File: config.mk
export PLATFORM = sky130hd
export DESIGN_NAME = adt_agc_dwell_timer
export DESIGN_NICKNAME = d
export VERILOG_FILES = /design/src/adt_pkg.sv /design/src/adt_sync.sv /design/src/adt_agc_dwell_timer.sv
export SDC_FILE = /design/constraint.sdc
export NUM_CORES = 1
export LEC_CHECK = 0
export BUFFER_PORTS_ARGS = -buffer_cell sky130_fd_sc_hd__buf_4
export CAP_MARGIN = 40
export CORE_UTILIZATION = 50
export DETAILED_ROUTE_END_ITERATION = 12
export GPL_TIMING_DRIVEN = 1
export HOLD_SLACK_MARGIN = 0.03
export PLACE_DENSITY = 0.83
export SYNTH_ARGS = -nofsm -noshare
export SYNTH_HDL_FRONTEND = slang
export SYNTH_SLANG_ARGS = --single-unit
File: constraint.sdc
create_clock -name pclk -period 3 [get_ports pclk]
set_input_delay 0.45 -clock pclk [delete_from_list [all_inputs] [get_ports pclk]]
set_output_delay 0.45 -clock pclk [all_outputs]
set_load 0.005 [all_outputs]
File: src/adt_pkg.sv
/*
   Package for the gain-control dwell timer: register offsets, field
   positions, reset values, state encoding and timing constants.
   Assumes a 10 MHz register clock that is also the reference clock
   which the dwell interval counts.
*/
package adt_pkg;

   // Clock period of pclk in nanoseconds.
   localparam int CLK_PERIOD_NS = 100;

   // Register byte offsets.
   localparam logic [7:0] ADT_OFF_CTRL   = 8'h00;
   localparam logic [7:0] ADT_OFF_STATUS = 8'h04;
   localparam logic [7:0] ADT_OFF_COUNT  = 8'h08;

   // Control register fields.
   localparam int CTRL_AGC_OFF_BIT  = 0;
   localparam int CTRL_TRACK_ON_BIT = 1;
   localparam logic [1:0] CTRL_RESET = 2'h0;

   // Status register fields.
   localparam int ST_STATE_LSB  = 0;
   localparam int ST_ATTEN_BIT  = 4;
   localparam int ST_TRACK_BIT  = 5;
   localparam int ST_ENABLE_BIT = 6;
   localparam int ST_SEL_LSB    = 8;

   // Dwell exponent map: code 1 gives the base, each code step adds two.
   localparam int K_BASE_DOC = 11;
   localparam int K_STEP     = 2;
   localparam int CNT_W      = 24;

   // Peak-detector tracking after a gain switch, in nanoseconds (least time).
   localparam int TRACK_SWITCH_NS = 2000;
   localparam int TRACK_SWITCH_CYC = (TRACK_SWITCH_NS + CLK_PERIOD_NS - 1) / CLK_PERIOD_NS;

   // Settling time after enable rise or transmit-to-receive change (least time).
   localparam int SETTLE_NS  = 100000;
   localparam int SETTLE_CYC = (SETTLE_NS + CLK_PERIOD_NS - 1) / CLK_PERIOD_NS;
   localparam int TRK_W      = 16;

   // Gain-control states, one-hot.
   typedef enum logic [3:0] {
      ADT_ST_OFF   = 4'h1,
      ADT_ST_HIGH  = 4'h2,
      ADT_ST_LOW   = 4'h4,
      ADT_ST_DWELL = 4'h8
   } adt_state_t;

endpackage

File: src/adt_sync.sv
/*
   Two-flop synchroniser for a group of pin inputs.
   Assumes each bit is a slow level; bits are not kept coherent with
   each other, so a multi-bit code may show a mix for one cycle.
*/
`timescale 1ns/1ps
`default_nettype none

module adt_sync #(
   parameter int W = 1
) (
   // Clock and reset.
   input  wire logic         pclk,
   input  wire logic         presetn,
   // Asynchronous input and synchronised output.
   input  wire logic [W-1:0] d,
   output var  logic [W-1:0] q
);

   logic [W-1:0] meta_r;

   // The first stage feeds only the second stage.
   always_ff @(posedge pclk or negedge presetn) begin
      if (!presetn) begin
         meta_r <= '0;
         q      <= '0;
      end else begin
         meta_r <= d;
         q      <= meta_r;
      end
   end

endmodule // adt_sync

`default_nettype wire

File: src/adt_agc_dwell_timer.sv
/*
   Gain-control sequencer with dwell timer and APB register slave.
   Assumes pclk is the crystal reference, the comparator flags, enable,
   transmit select and hold-select pins are asynchronous levels, and an
   APB master on pclk.
*/
// Notes on behaviour
// RULE1: Select code 000 disables gain control and holds high gain.
// RULE2: Codes 001 to 111 map to K of 11,13,15,...,23 ascending.
// RULE3: Dwell lasts exactly two to the K reference clock cycles.
// RULE4: In high gain, upper threshold reached engages the attenuator.
// RULE5: Below lower threshold starts dwell; expiry returns high gain if still below.
// RULE6: Select pin 2 is the code MSB, pin 0 the LSB.
// RULE7: Controller picks dwell of at least two Manchester bit periods.
// RULE8: Controller picks dwell longer than longest NRZ identical run.
// RULE9: Controller computes K from 3.3 log10 of dwell times frequency, rounds up odd.
// RULE10: Every gain switch requests temporary peak-detector tracking.
// RULE11: Enable rise or transmit-to-receive change forces tracking until settled.
// RULE12: Enable low means shutdown with gain control inactive.
// RULE13: Leaving shutdown starts high gain, counter cleared, selects sampled synchronously.
`timescale 1ns/1ps
`default_nettype none

module adt_agc_dwell_timer
   import adt_pkg::*;
#(
   parameter int K_BASE      = K_BASE_DOC,
   parameter int TRACK_CYCLES = TRACK_SWITCH_CYC,
   parameter int SETTLE_CYCLES = SETTLE_CYC
) (
   // Clock and reset.
   input  wire logic        pclk,
   input  wire logic        presetn,
   // APB slave.
   input  wire logic        psel,
   input  wire logic        penable,
   input  wire logic        pwrite,
   input  wire logic [7:0]  paddr,
   input  wire logic [31:0] pwdata,
   output var  logic [31:0] prdata,
   output var  logic        pready,
   output var  logic        pslverr,
   // Device pins.
   input  wire logic        enable_pin,
   input  wire logic        tx_rx_sel,
   input  wire logic        gain_hold_sel_bit2,
   input  wire logic        gain_hold_sel_bit1,
   input  wire logic        gain_hold_sel_bit0,
   // Signal-strength comparators.
   input  wire logic        rssi_above_upper,
   input  wire logic        rssi_below_lower,
   // Attenuator and peak-detector control.
   output var  logic        lna_atten_on,
   output var  logic        peak_track_req,
   output var  logic        agc_active
);

   logic [6:0]         pins_s;
   logic               en_s;
   logic               tr_s;
   logic               above_s;
   logic               below_s;
   logic [2:0]         sel_s;
   logic               en_d_r;
   logic               tr_d_r;
   logic [1:0]         ctrl_r;
   adt_state_t         state_r;
   adt_state_t         state_nxt;
   logic [CNT_W-1:0]   cnt_r;
   logic [CNT_W-1:0]   dwell_last;
   logic [TRK_W-1:0]   trk_r;
   logic               agc_off;
   logic               gain_switch;
   logic               wr_en;
   logic               setup;

   // Dwell exponent for a select code; code 000 yields the base and is unused.
   // RULE2: odd exponent map
   function automatic logic [4:0] k_of(input logic [2:0] code);
      int k;
      k = K_BASE;
      if (code != 3'h0) begin
         k = K_BASE + K_STEP * (int'(code) - 1);
      end
      return k[4:0];
   endfunction

   // All pins pass two flops before any logic reads them.
   adt_sync #(
      .W (7)
   ) u_sync (
      .pclk    (pclk),
      .presetn (presetn),
      .d       ({enable_pin, tx_rx_sel, rssi_above_upper, rssi_below_lower,
                 gain_hold_sel_bit2, gain_hold_sel_bit1, gain_hold_sel_bit0}),
      .q       (pins_s)
   );

   // Unpack the synchronised pins.
   // RULE6: pin two is MSB
   assign sel_s   = pins_s[2:0];
   assign below_s = pins_s[3];
   assign above_s = pins_s[4];
   assign tr_s    = pins_s[5];
   assign en_s    = pins_s[6];

   // RULE1: code zero disables
   assign agc_off = (sel_s == 3'h0) || ctrl_r[CTRL_AGC_OFF_BIT];

   // RULE3: last count of interval
   assign dwell_last = CNT_W'((25'h1 << k_of(sel_s)) - 25'h1);

   // Next gain state.
   always_comb begin
      state_nxt = state_r;
      case (state_r)
         ADT_ST_OFF: begin
            // RULE13: start in high gain
            state_nxt = ADT_ST_HIGH;
         end
         ADT_ST_HIGH: begin
            // RULE4: upper threshold attenuates
            if (!agc_off && above_s) begin
               state_nxt = ADT_ST_LOW;
            end
         end
         ADT_ST_LOW: begin
            // RULE5: start dwell timer
            if (agc_off) begin
               state_nxt = ADT_ST_HIGH;
            end else if (below_s) begin
               state_nxt = ADT_ST_DWELL;
            end
         end
         ADT_ST_DWELL: begin
            // RULE5: expiry rechecks level
            if (agc_off) begin
               state_nxt = ADT_ST_HIGH;
            end else if (!below_s) begin
               state_nxt = ADT_ST_LOW;
            end else if (cnt_r == dwell_last) begin
               state_nxt = ADT_ST_HIGH;
            end
         end
         default: begin
            state_nxt = ADT_ST_OFF;
         end
      endcase
   end

   // Gain state register; enable low forces shutdown.
   always_ff @(posedge pclk or negedge presetn) begin
      if (!presetn) begin
         state_r <= ADT_ST_OFF;
      end else if (!en_s) begin
         // RULE12: shutdown when disabled
         state_r <= ADT_ST_OFF;
      end else begin
         state_r <= state_nxt;
      end
   end

   // Dwell counter runs only while dwelling, cleared otherwise.
   always_ff @(posedge pclk or negedge presetn) begin
      if (!presetn) begin
         cnt_r <= '0;
      end else if (!en_s || state_r != ADT_ST_DWELL || state_nxt != ADT_ST_DWELL) begin
         // RULE13: counter cleared
         cnt_r <= '0;
      end else begin
         // RULE3: count dwell cycles
         cnt_r <= cnt_r + CNT_W'(1);
      end
   end

   // A switch is any move into or out of the attenuated states, except the drop to shutdown.
   assign gain_switch = en_s && ((state_r == ADT_ST_HIGH) != (state_nxt == ADT_ST_HIGH))
                        && (state_r != ADT_ST_OFF);

   // Edge history for enable and transmit select.
   always_ff @(posedge pclk or negedge presetn) begin
      if (!presetn) begin
         en_d_r <= 1'b0;
         tr_d_r <= 1'b0;
      end else begin
         en_d_r <= en_s;
         tr_d_r <= tr_s;
      end
   end

   // Tracking timer; the longer settle load wins over a switch load.
   always_ff @(posedge pclk or negedge presetn) begin
      if (!presetn) begin
         trk_r <= '0;
      end else if (!en_s) begin
         trk_r <= '0;
      end else if ((en_s && !en_d_r) || (tr_d_r && !tr_s)) begin
         // RULE11: settle after enable
         trk_r <= TRK_W'(SETTLE_CYCLES);
      end else if (gain_switch && trk_r < TRK_W'(TRACK_CYCLES)) begin
         // RULE10: track on switch
         trk_r <= TRK_W'(TRACK_CYCLES);
      end else if (trk_r != '0) begin
         trk_r <= trk_r - TRK_W'(1);
      end
   end

   // Outputs are decoded from flops: state, tracking timer, control and synchronised pins.
   assign lna_atten_on   = (state_r == ADT_ST_LOW) || (state_r == ADT_ST_DWELL);
   assign agc_active     = en_s && !agc_off && (state_r != ADT_ST_OFF);
   assign peak_track_req = en_s && ((trk_r != '0) || ctrl_r[CTRL_TRACK_ON_BIT]);

   // APB phases; the slave answers in the first access cycle.
   assign setup   = psel && !penable;
   assign wr_en   = psel && penable && pwrite;
   assign pready  = psel && penable;

   // Control register write.
   always_ff @(posedge pclk or negedge presetn) begin
      if (!presetn) begin
         ctrl_r <= CTRL_RESET;
      end else if (wr_en && paddr == ADT_OFF_CTRL) begin
         ctrl_r <= pwdata[1:0];
      end
   end

   // Read data and error are captured in the setup cycle so they leave flops.
   always_ff @(posedge pclk or negedge presetn) begin
      if (!presetn) begin
         prdata  <= 32'h0;
         pslverr <= 1'b0;
      end else if (setup) begin
         prdata  <= 32'h0;
         pslverr <= 1'b0;
         if (paddr == ADT_OFF_CTRL) begin
            prdata[1:0] <= ctrl_r;
         end else if (paddr == ADT_OFF_STATUS) begin
            prdata[ST_STATE_LSB +: 4]  <= state_r;
            prdata[ST_ATTEN_BIT]       <= lna_atten_on;
            prdata[ST_TRACK_BIT]       <= peak_track_req;
            prdata[ST_ENABLE_BIT]      <= en_s;
            prdata[ST_SEL_LSB +: 3]    <= sel_s;
         end else if (paddr == ADT_OFF_COUNT) begin
            prdata[CNT_W-1:0] <= cnt_r;
         end else begin
            pslverr <= 1'b1;
         end
      end
   end

endmodule // adt_agc_dwell_timer

`default_nettype wire

# After elaboration in Yosys (flattened, before gate mapping)
# Cells that the tools add are included.
# totals
regBits	87
inputBits	52
out_inout_bits	37
word_cells	82
# op_classes
addsub	5
n_lt_le_gt_ge	1
n_eq_ne	13
shift	1
n_mux	24
n_reduce_logical	28
# ops
operator	count
2-to-1 mux 16 bit	4
2-to-1 mux 24 bit	2
2-to-1 mux 4 bit	7
adder 24 x 1 -> 24 bit, second input constant	1
equality test 24 bit	1
left shift 1 x 5 -> 24 bit, first input constant	1
subtractor 24 x 1 -> 24 bit, second input constant	1
2-to-1 mux 22 bit	1
less-than comparator 16 x 5 -> 1 bit, second input constant	1
one-hot mux 4 bit (4 select lines)	1
nonzero test 16 bit	1
subtractor 16 x 1 -> 16 bit, second input constant	1
logical AND 1 bit	13
2-to-1 mux 13 bit	1
inequality test 4 bit, second input constant	3
equality test 4 x 2 -> 1 bit, second input constant	2
equality test 8 x 3 -> 1 bit, second input constant	1
equality test 8 x 4 -> 1 bit, second input constant	1
zero test 8 bit	1
2-to-1 mux 7 bit	1
logical OR 1 bit	6
adder 5 bit, first input constant	1
zero test 1 bit	5
2-to-1 mux 5 bit	1
other kinds (11)	14

# Longest topological paths before layout
# Gate-level depths: netlist (run 1).
# logic_depth
depth_word	18
depth_mapped	11
mapped_depth_nobuf	8

# Hierarchy
# From an unflattened synthesis (run 1), not the netlist that was laid out.
# unflattened
cells_unflattened	509
hier_area_um2	4682.0
# by_module_without_submodules
module	instances	cells_each	area_per_inst_um2	seq_area_each_um2
adt_agc_dwell_timer	1	495	4331.7	1828.0
adt_sync	1	14	350.3	350.3

# Worst setup path after synthesis (run 1)
# No wires, ideal clock.
# synth_timing
path_kind	flip-flop to flip-flop
start	reg u_sync.q[0]
end	reg state_r[3]
setup_ns	0.140
arrival_ns	2.630
required_time_ns	2.860
slack_ns	0.231
path_stages_with_launch	12
path_buffers	3
period_less_slack_ns	2.769
cell_sequence	dfrtp_1 -> buf_2 -> inv_1 -> ha_1 -> buf_4 -> or4b_4 -> or3_1 -> a21oi_2 -> nor2_1 -> nor4_4 -> buf_6 -> o22ai_2
# synth_via
elab_chain_cells	11
elab_cells_between_ends	18
# synth_lines
item	line	source
from (decl)	adt_sync.sv:17	output var logic [W-1:0] q
from (signal assigned)	adt_sync.sv:29	q <= meta_r;
subtractor 3 x 1 -> 4 bit	adt_agc_dwell_timer.sv:83	k = K_BASE + K_STEP * (int'(code) - 1);
adder 5 bit	adt_agc_dwell_timer.sv:83	
2-to-1 mux 5 bit	adt_agc_dwell_timer.sv:82	if (code != 3'h0) begin
left shift 1 x 5 -> 24 bit	adt_agc_dwell_timer.sv:111	assign dwell_last = CNT_W'((25'h1 << k_of(sel_s)) - 25'h1);
subtractor 24 x 1 -> 24 bit	adt_agc_dwell_timer.sv:111	
equality test 24 bit	adt_agc_dwell_timer.sv:141	end else if (cnt_r == dwell_last) begin
2-to-1 mux 4 bit	adt_agc_dwell_timer.sv:141	
2-to-1 mux 4 bit	adt_agc_dwell_timer.sv:139	end else if (!below_s) begin
2-to-1 mux 4 bit	adt_agc_dwell_timer.sv:137	if (agc_off) begin
one-hot mux 4 bit (4 select lines) (*)	adt_agc_dwell_timer.sv:116	case (state_r)
2-to-1 mux 4 bit (*)	adt_agc_dwell_timer.sv:155	end else if (!en_s) begin
to (signal assigned)	adt_agc_dwell_timer.sv:159	state_r <= state_nxt;
to (decl)	adt_agc_dwell_timer.sv:67	adt_state_t state_r;
# Mark *: on every way between the ends. The rest lies on a longest branch, timed or not.
# A chain may end at the register's enable or synchronous reset.

# Worst setup path in the final report (run 1)
# layout_timing
start	reg u_sync.q[0]
end	reg trk_r[13]
# layout_via
elab_chain_cells	18
elab_cells_between_ends	26
# layout_lines
item	line	source
subtractor 3 x 1 -> 4 bit	adt_agc_dwell_timer.sv:83	
adder 5 bit	adt_agc_dwell_timer.sv:83	
2-to-1 mux 5 bit	adt_agc_dwell_timer.sv:82	
left shift 1 x 5 -> 24 bit	adt_agc_dwell_timer.sv:111	
subtractor 24 x 1 -> 24 bit	adt_agc_dwell_timer.sv:111	
equality test 24 bit	adt_agc_dwell_timer.sv:141	
2-to-1 mux 4 bit	adt_agc_dwell_timer.sv:141	
2-to-1 mux 4 bit	adt_agc_dwell_timer.sv:139	
(+2 left out)	n/a	
equality test 4 x 2 -> 1 bit (*)	adt_agc_dwell_timer.sv:177	assign gain_switch = en_s && ((state_r == ADT_ST_HIGH) != (state_nxt == ADT_ST_HIGH))
inequality test 1 bit (*)	adt_agc_dwell_timer.sv:177	
logical AND 1 bit (*)	adt_agc_dwell_timer.sv:177	
logical AND 1 bit (*)	adt_agc_dwell_timer.sv:178	&& (state_r != ADT_ST_OFF);
logical AND 1 bit (*)	adt_agc_dwell_timer.sv:200	end else if (gain_switch && trk_r < TRK_W'(TRACK_CYCLES)) begin
2-to-1 mux 16 bit	adt_agc_dwell_timer.sv:200	
2-to-1 mux 16 bit	adt_agc_dwell_timer.sv:197	end else if ((en_s && !en_d_r) || (tr_d_r && !tr_s)) begin
2-to-1 mux 16 bit	adt_agc_dwell_timer.sv:195	end else if (!en_s) begin
to (signal assigned)	adt_agc_dwell_timer.sv:199	trk_r <= TRK_W'(SETTLE_CYCLES);
to (signal assigned)	adt_agc_dwell_timer.sv:202	trk_r <= TRK_W'(TRACK_CYCLES);
to (signal assigned)	adt_agc_dwell_timer.sv:204	trk_r <= trk_r - TRK_W'(1);
to (decl)	adt_agc_dwell_timer.sv:71	logic [TRK_W-1:0] trk_r;
# Marks and branches as above.

==> results, run 1 <==
- Entering global routing, the biggest net connects 49 pins.
- After technology mapping, the gate count stands at 504.
- The ratio of cells with drive above 1 in the final layout is 17.2%.
- The die outline height is 98.9 um.
- The floorplan has 34 rows.
- The count of endpoints failing hold in the final timing report was 0.
- The total overflow reported by the global router is 0.
- STA classifies the critical path endpoint as a register.
- The cell count of the worst reg-to-reg path is 8.
- The post-detailed-route via-to-cell ratio is 5.85.
- CTS placed an instance of sky130_fd_sc_hd__clkbuf_8 at the clock tree root.
- The number of maximum-capacitance constraint violations is 0.
- The synthesized netlist occupies a cell area of 0.00469 mm2.
- The routed via count is 3903.
- The number of design-rule violations left by the first detailed-router iteration is 289.
- The post-route DRC violation count is 0.
- The layout filler cell count is 749.
- At the end of routability-driven placement, the weighted congestion stood at 0.969.
- The power per standard cell area is 453 mW/mm2.
- The first detailed-routing pass ran for 5 iterations.
- The arrival time reported for the critical path endpoint is 3030 ps.
- The TritonCTS clock tree is done.
- The clock period could shrink to 2790 ps.
- The proportion of register bits with asynchronous set or reset after synthesis is 100%.
- For the final database, setup skew stands at 8.26 ps.
- For this run, the slowest stage of the critical path takes 540 ps.
- The most common flop cell mapped by yosys is sky130_fd_sc_hd__dfrtp_1.
- The total number of nets in the final design is 610.
- After detailed placement, the total cell area comes to 0.00518 mm2.
- At the pin with the least slew margin, the transition time is 776 ps.
- The cts-stage hold buffer count is 0.
- Summed over all layers, the routed wires come to 10300 um.
- The share of total power dissipated in sequential elements is 51.8%.
- The total leakage power is 2.29 nW.
- The width of the chip is 98.9 um.
- The worst register-to-register path begins at u_sync.q[0]$_DFF_PN0_.
- In this run the tool buffered the top-level ports with 50 buffer cells.
- The average footprint of a synthesized cell is 9.31 um2.
- The critical path is of the reg2reg type.
- The level count of the clock H-tree is 3.
- The die footprint is 0.00978 mm2.
- The first global-routing pass estimated 17600 um of wire.
- The residual antenna-violating net count after detailed routing is 0.
- The insertion delay of the later-clocked pin in the worst-skew pair is 370 ps.
- The register bit count reported by yosys is 87.
- The net switching power of the design is 0.664 mW.
- After synthesis, the cell types taking the most area are sky130_fd_sc_hd__dfrtp_1 46%, sky130_fd_sc_hd__nand2_1 4.9%, sky130_fd_sc_hd__nor3_1 4.3%, sky130_fd_sc_hd__xnor2_1 4.1%, sky130_fd_sc_hd__o21ai_0 4.1%.
- The critical path goes through inv_1 > ha_1 > or4b_4 > or3_1 > a21oi_2 > o221ai_1 > nor4_4 > nor4_1.
- The core box area is 0.00889 mm2.
- Buffers inserted during clock tree synthesis total 9.
- Compared with the post-synthesis result, the final layout area differs by 14.8%.
- The share of power burned in the clock network is 34.9%.
- Of the total power, combinational logic draws 13.3%.
- The mean routed wirelength per cell is 15.4 um.
- The area share of the largest cell type after synthesis is 45.8%.
- The via count of the first global-routing pass is 3795.
- The number of pins with negative max-slew slack in the final report came to 0.
- The min-delay analysis places its worst path in the category in2async.
- The effective utilization at floorplan is 52.8%.
- Setup violations remaining at the end of the flow were counted as 0.
- The post-DP HPWL is 7350 um.
- The clock drives 87 sinks.
- The number of enable flip-flop cells after synthesis is 0.
- The unique cell type count in the Yosys netlist is 61.
- The maximum resistive drop on vdd is 0.204 mV.
- The largest individual stage delay along the critical path comes from the cell sky130_fd_sc_hd__or4b_4.
- The register area share after synthesis is 46.4%.
- The accumulated negative setup slack is 0 ps.
- The worst-case register-to-register setup slack is 210 ps.
- The yosys synthesis warning count is 0.
- The clock slew at the register clock pins of the worst setup and hold paths is 90 ps.
- The largest total area in the synthesized netlist belongs to sky130_fd_sc_hd__dfrtp_1.
- Once the clock tree was built, the setup fixing pass inserted 0 buffers.
- The run finished with clean final reports.
- Pin placement for this block handled 89 I/O pins.
- The cell-internal power is 1.78 mW.
- The initial antenna violation count was 0.
- The net switching fraction of the power is 27.2%.
- The overall routing resource usage is 22.7%.
- Before CTS, the worst setup slack after placement is 253 ps.
- The clock passes through at most 2 buffers.
- The endpoint of the worst register-to-register path is trk_r[13]$_DFFE_PN0P_.
- The count of cells resized by post-cts repair is 0.
- The cell area after layout is 0.00539 mm2.
- The category of the worst setup path launch point is a register.
- The post-layout worst setup margin is 205 ps.
- Static timing analysis puts the maximum clock frequency at 0.358 GHz.
- The data required time at the worst endpoint is 3240 ps.
- The headroom to the max-slew limit is 48.0%.
- Setup repair after global routing left no endpoint under its margin.
- The total inserted antenna cells is 0.
- The biggest fanout along the worst timing path is 8.
- The final critical path takes up 93.2% of the cycle.
## metal layers
layer / track usage (%) / share of wire [%]
met1: 30.7 / 46
met2: 36.3 / 47
met3: 4.89 / 5.1
met4: 7.58 / 1.4
met5: 0 / 0
## stage by stage
step	power (mW)	std cells	utilization, %	hold slack [ps]
2_1_floorplan	1.50	511	-	154
3_3_place_gp	1.59	651	58.3	331
3_5_place_dp	1.61	651	58.3	336
4_1_cts	2.46	667	60.6	93.7
5_1_grt	2.56	667	60.6	118
6_report	2.44	667	60.6	73.7
## how the worst max path moves through the flow
stage                               start                    end  slack, ps  cells after the start
global placement    u_sync.q[0]$_DFF_PN0_  trk_r[13]$_DFFE_PN0P_        310                      8
detailed placement  u_sync.q[0]$_DFF_PN0_  trk_r[13]$_DFFE_PN0P_        250                      8
CTS                 u_sync.q[0]$_DFF_PN0_  trk_r[13]$_DFFE_PN0P_        230                      8
finish              u_sync.q[0]$_DFF_PN0_  trk_r[13]$_DFFE_PN0P_        210                      8
global route        u_sync.q[0]$_DFF_PN0_   trk_r[3]$_DFFE_PN0P_         30                      9
floorplan           u_sync.q[0]$_DFF_PN0_   state_r[3]$_DFF_PN0_        230                     11
## critical path, delay by kind of cell (launching register included)
family                   cells  cell delay, ps
AO/OA/AOI/OAI                2             370
adder cells (fa/ha/maj)      1             420
buffers and inverters        1              70
flip-flops                   1             350
AND/OR/NAND/NOR              4            1440
## cell usage in the layout, fill, tap and decap left out, types with 9 or more instances in the layout
cell and count:
sky130_fd_sc_hd__nand4_1 9, sky130_fd_sc_hd__nor3_1 40, sky130_fd_sc_hd__xor2_1 17, sky130_fd_sc_hd__buf_4 64, sky130_fd_sc_hd__o21ai_0 38, sky130_fd_sc_hd__nand3_1 19, sky130_fd_sc_hd__xnor2_1 22, sky130_fd_sc_hd__inv_1 20
sky130_fd_sc_hd__dfrtp_1 86, sky130_fd_sc_hd__nand2_1 61, sky130_fd_sc_hd__a21oi_1 17, sky130_fd_sc_hd__clkbuf_8 11, sky130_fd_sc_hd__nor2_1 30
## power groups by stage
| stage | Combinational [mW] | Sequential, mW | Clock, mW |
|---|---|---|---|
| floorplan | 0.233 | 1.27 | 0 |
| detailed placement | 0.321 | 1.29 | 0 |
| global route | 0.363 | 1.27 | 0.925 |
| finish | 0.324 | 1.27 | 0.852 |
| global placement | 0.307 | 1.28 | 0 |
| CTS | 0.323 | 1.26 | 0.871 |
## logic make-up after synthesis
| family | count (synthesis) | synth area share, % |
|---|---|---|
| flops | 87 | 46.4 |
| simple gates | 215 | 24.7 |
| mux | 10 | 2.19 |
| other cells | 1 | 0.0799 |
| xor+xnor | 39 | 7.28 |
| buf+inv | 53 | 5.36 |
| fa+ha+maj | 4 | 1.07 |
| compound gates | 95 | 13.0 |
## sequential cells by signal (all words and copies together), names as in the netlist
register       cells
cnt_r             24
ctrl_r             2
en_d_r             1
prdata            24
pslverr            1
state_r            4
tr_d_r             1
trk_r             16
u_sync.meta_r      7
u_sync.q           7
## final cells by class
cell class | count | area [um2] | area share [%]
Sequential cell | 87 | 2180 | 40.4
Clock inverter | 5 | 56.3 | 1.05
Clock buffer | 11 | 151 | 2.81
Multi-Input combinational cell | 371 | 2290 | 42.5
Timing Repair Buffer | 65 | 500 | 9.29
Tap cell | 108 | 135 | 2.51
Inverter | 20 | 75.1 | 1.39
## synth_stat cells (all sizes together) (2+ instances only)
| cell | n |
|---|---|
| or4 | 3 |
| nand2 | 61 |
| buf | 14 |
| a22oi | 3 |
| a21oi | 18 |
| a41oi | 2 |
| inv | 20 |
| a211o | 3 |
| and2 | 4 |
| dfrtp | 86 |
| o22ai | 3 |
| o41ai | 3 |
| ha | 4 |
| or3 | 5 |
| nor3b | 5 |
| xnor2 | 22 |
| a211oi | 2 |
| nand3 | 19 |
| o211ai | 3 |
| mux2i | 8 |
| nand3b | 2 |
| o32ai | 2 |
| o31ai | 3 |
| nor2 | 30 |
| o21ai | 38 |
| o21bai | 3 |
| and3 | 7 |
| mux2 | 2 |
| nor4 | 12 |
| nor2b | 3 |
| a31oi | 3 |
| clkbuf | 19 |
| nand2b | 3 |
| or2 | 2 |
| o211a | 4 |
| nand4 | 9 |
| nor3 | 41 |
| xor2 | 17 |
| and4 | 3 |
No activity file was read; power rests on OpenSTA's default activity.
==> run 2: changes to the inputs <==
Settings changed: ABC_CLOCK_PERIOD_IN_PS set to 3000, REMOVE_ABC_BUFFERS set to 1.
==> results, run 2 (synthesis results as in run 1) <==
- The run finished with clean final reports.
- The transition time at the pin with the least slew margin is 674 ps (-101 ps).
- The die footprint came to 0.00978 mm2 (unchanged).
- The placement row count is 34 (unchanged).
- The top-level I/O count is 89 (unchanged).
- The number of setup violations in the final report is 0 (unchanged).
- The worst clock skew on the final layout is 9.99 ps (+1.73 ps).
- The initial antenna violation count came to 0 (unchanged).
- The critical path goes through inv_1 > ha_2 > or4b_4 > or3_1 > a21oi_2 > nor2_1 > nor4_4 > buf_4 > nor3_1.
- The width of the chip is 98.9 um (unchanged).
- The number of pins with negative max-slew slack in the final report came to 0 (unchanged).
- The cts-stage hold buffer count is 0 (unchanged).
- The final weighted congestion in routability-driven placement is 0.899 (-7.3%).
- The total overflow reported by the global router came to 0 (unchanged).
- The post-route DRC violation count is 0 (unchanged).
- The post-detailed-route via-to-cell ratio is 5.82 (-0.55%).
- The global-route wire length before repair is 17900 um (+1.3%).
- The overall routing resource usage is 23.0% (+0.27 points).
- The total placed instance area is 0.00520 mm2 (+0.43%).
- The final wirelength is 10600 um (+3.7%).
- The shortest period the worst path allows is 2870 ps (+75.3 ps).
- The mean routed wirelength per cell is 15.9 um (+3.4%).
- The library cell used most frequently in the layout, excluding fill and tap cells, is sky130_fd_sc_hd__dfrtp_1.
- The CTS buffer count is 9 (unchanged).
- The critical-path cell with the highest stage delay is sky130_fd_sc_hd__or4b_4.
- The buffer depth of the longest clock path is 2 (unchanged).
- The level count of the clock H-tree is 3 (unchanged).
- The cell area after layout was 0.00543 mm2 (+0.84%).
- The post-route non-filler standard cell count was 669 (+0.30%).
- The number of buffers added for setup after CTS was 0 (unchanged).
- The total inserted antenna cells is 0 (unchanged).
- TritonCTS built the clock tree.
- The residual antenna-violating net count after detailed routing is 0 (unchanged).
- The post-route worst hold slack came to 49.7 ps (-24.0 ps).
- The maximum number of pins on one net before global-route repair is 53 (+8.2%).
- The arrival time reported for the critical path endpoint was 3100 ps (+70 ps).
- The type of element capturing the critical path is a register.
- The category of the worst setup path launch point is a register.
- The maximum resistive drop on vdd came to 0.249 mV (+22%).
- The power per standard cell area is 452 mW/mm2 (-0.32%).
- The die outline height is 98.9 um (unchanged).
- The headroom to the max-slew limit is 54.6% (+6.6 points).
- By startpoint and endpoint, the worst setup path is classified as reg2reg.
- The total buffers and inverters traversed by the critical path is 2 (+1).
- The effective utilization at floorplan is 52.8% (unchanged).
- The maximum achievable frequency is 0.348 GHz (-2.6%).
- The clock slew at the register clock pins of the worst setup and hold paths is 80 ps (about the same).
- The via count of the first global-routing pass is 3807 (+0.32%).
- Among cell families on the critical path, the largest total delay comes from simple AND/OR/NAND/NOR gates.
- The data required time at the worst endpoint was 3230 ps (about the same).
- From synthesis to final layout, the design area changed by 15.7%.
- The number of maximum-capacitance constraint violations came to 0 (unchanged).
- The post-DP HPWL came to 7740 um (+5.4%).
- The overall power of the completed layout was 2.45 mW (+0.52%).
- The accumulated negative setup slack is 0 ps (unchanged).
- The period utilization came to 95.7% (+2.5 points).
- The delay contributed by the slowest stage of the critical path is 510 ps (-30 ps).
- The ratio of cells with drive above 1 in the final layout is 17.8% (+0.65 points).
- The number of design-rule violations left by the first detailed-router iteration is 248 (-14%).
- The insertion delay of the later-clocked pin in the worst-skew pair came to 360 ps (about the same).
- The biggest fanout along the worst timing path is 8 (unchanged).
- The total leakage power is 2.31 nW (+1.0%).
- The clock root buffer is sky130_fd_sc_hd__clkbuf_8.
- The count of cells resized by post-cts repair is 0 (unchanged).
- The core box area is 0.00889 mm2 (unchanged).
- The class of the tightest hold or removal check is in2async.
- The total number of nets in the final design came to 612 (+0.33%).
- The routed via count came to 3893 (-0.26%).
- The total number of clock tree sinks is 87 (unchanged).
- Leaving out fill and tap cells, the most frequent cells in the layout are 86 x sky130_fd_sc_hd__dfrtp_1, 65 x sky130_fd_sc_hd__buf_4, 61 x sky130_fd_sc_hd__nand2_1, 40 x sky130_fd_sc_hd__nor3_1, 38 x sky130_fd_sc_hd__o21ai_0.
- The count of endpoints failing hold in the final timing report was 0 (unchanged).
- The number of detailed-route iterations in the first pass was 4 (-1).
- The number of instances in the placed design was 653 (+0.31%).
- In the final layout, the registers with the most flip-flops are cnt_r x24, prdata x24, trk_r x16.
- The count of port buffers added during placement is 50 (unchanged).
- Setup repair after global routing left no endpoint under its margin.
-- run 2: layout make-up --
type,instances,area [um2]
Inverter,20,75.1
Clock inverter,4,52.6
Tap cell,108,135
Sequential cell,87,2180
Fill cell,734,3460
Timing Repair Buffer,67,527
Clock buffer,12,165
Multi-Input combinational cell,371,2300
-- run 2: per-layer routing --
metal / track usage, % / vias up / part of all wire (%)
met5: 0 / - / 0
met1: 29.7 / 1899 / 45
li1: - / 1879 / -
met2: 37.8 / 97 / 50
met3: 3.55 / 18 / 3.7
met4: 11.3 / 0 / 2.1
-- run 2: path summary, 6_finish.rpt --
| check | start | end | slack, ps | cells after the start |
|---|---|---|---|---|
| worst max-delay path | u_sync.q[1]$_DFF_PN0_ | cnt_r[7]$_DFF_PN0_ | 130 | 9 |
| worst min register to register | u_sync.meta_r[1]$_DFF_PN0_ | u_sync.q[1]$_DFF_PN0_ | 350 | 0 |
| max in group asynchronous | presetn | state_r[0]$_DFF_PN1_ | 2300 | 2 |
| worst max register to register | u_sync.q[1]$_DFF_PN0_ | cnt_r[7]$_DFF_PN0_ | 130 | 9 |
| min in group pclk | enable_pin | u_sync.meta_r[6]$_DFF_PN0_ | 190 | 1 |
| worst min-delay path | presetn | trk_r[6]$_DFFE_PN0P_ | 50 | 1 |
-- run 2: metrics by stage --
| stage | setup slack (ps) | util [%] |
|---|---|---|
| floorplan | -78.4 | - |
| global placement | 252 | 58.2 |
| global route | 7.98 | 61.1 |
| CTS | 133 | 61.0 |
| finish | 130 | 61.1 |
| detailed placement | 170 | 58.5 |
-- run 2: worst reg2reg max path, cell delays in order (launching register included) --
cell,delay (ps)
sky130_fd_sc_hd__dfrtp_1,360
sky130_fd_sc_hd__inv_1,110
sky130_fd_sc_hd__ha_2,420
sky130_fd_sc_hd__or4b_4,510
sky130_fd_sc_hd__or3_1,380
sky130_fd_sc_hd__a21oi_2,200
sky130_fd_sc_hd__nor2_1,100
sky130_fd_sc_hd__nor4_4,360
sky130_fd_sc_hd__buf_4,230
sky130_fd_sc_hd__nor3_1,70
-- run 2: report_power, final --
group	internal, mW	switching, mW
registers	1.21	0.0525
clock network	0.455	0.406
logic	0.139	0.189
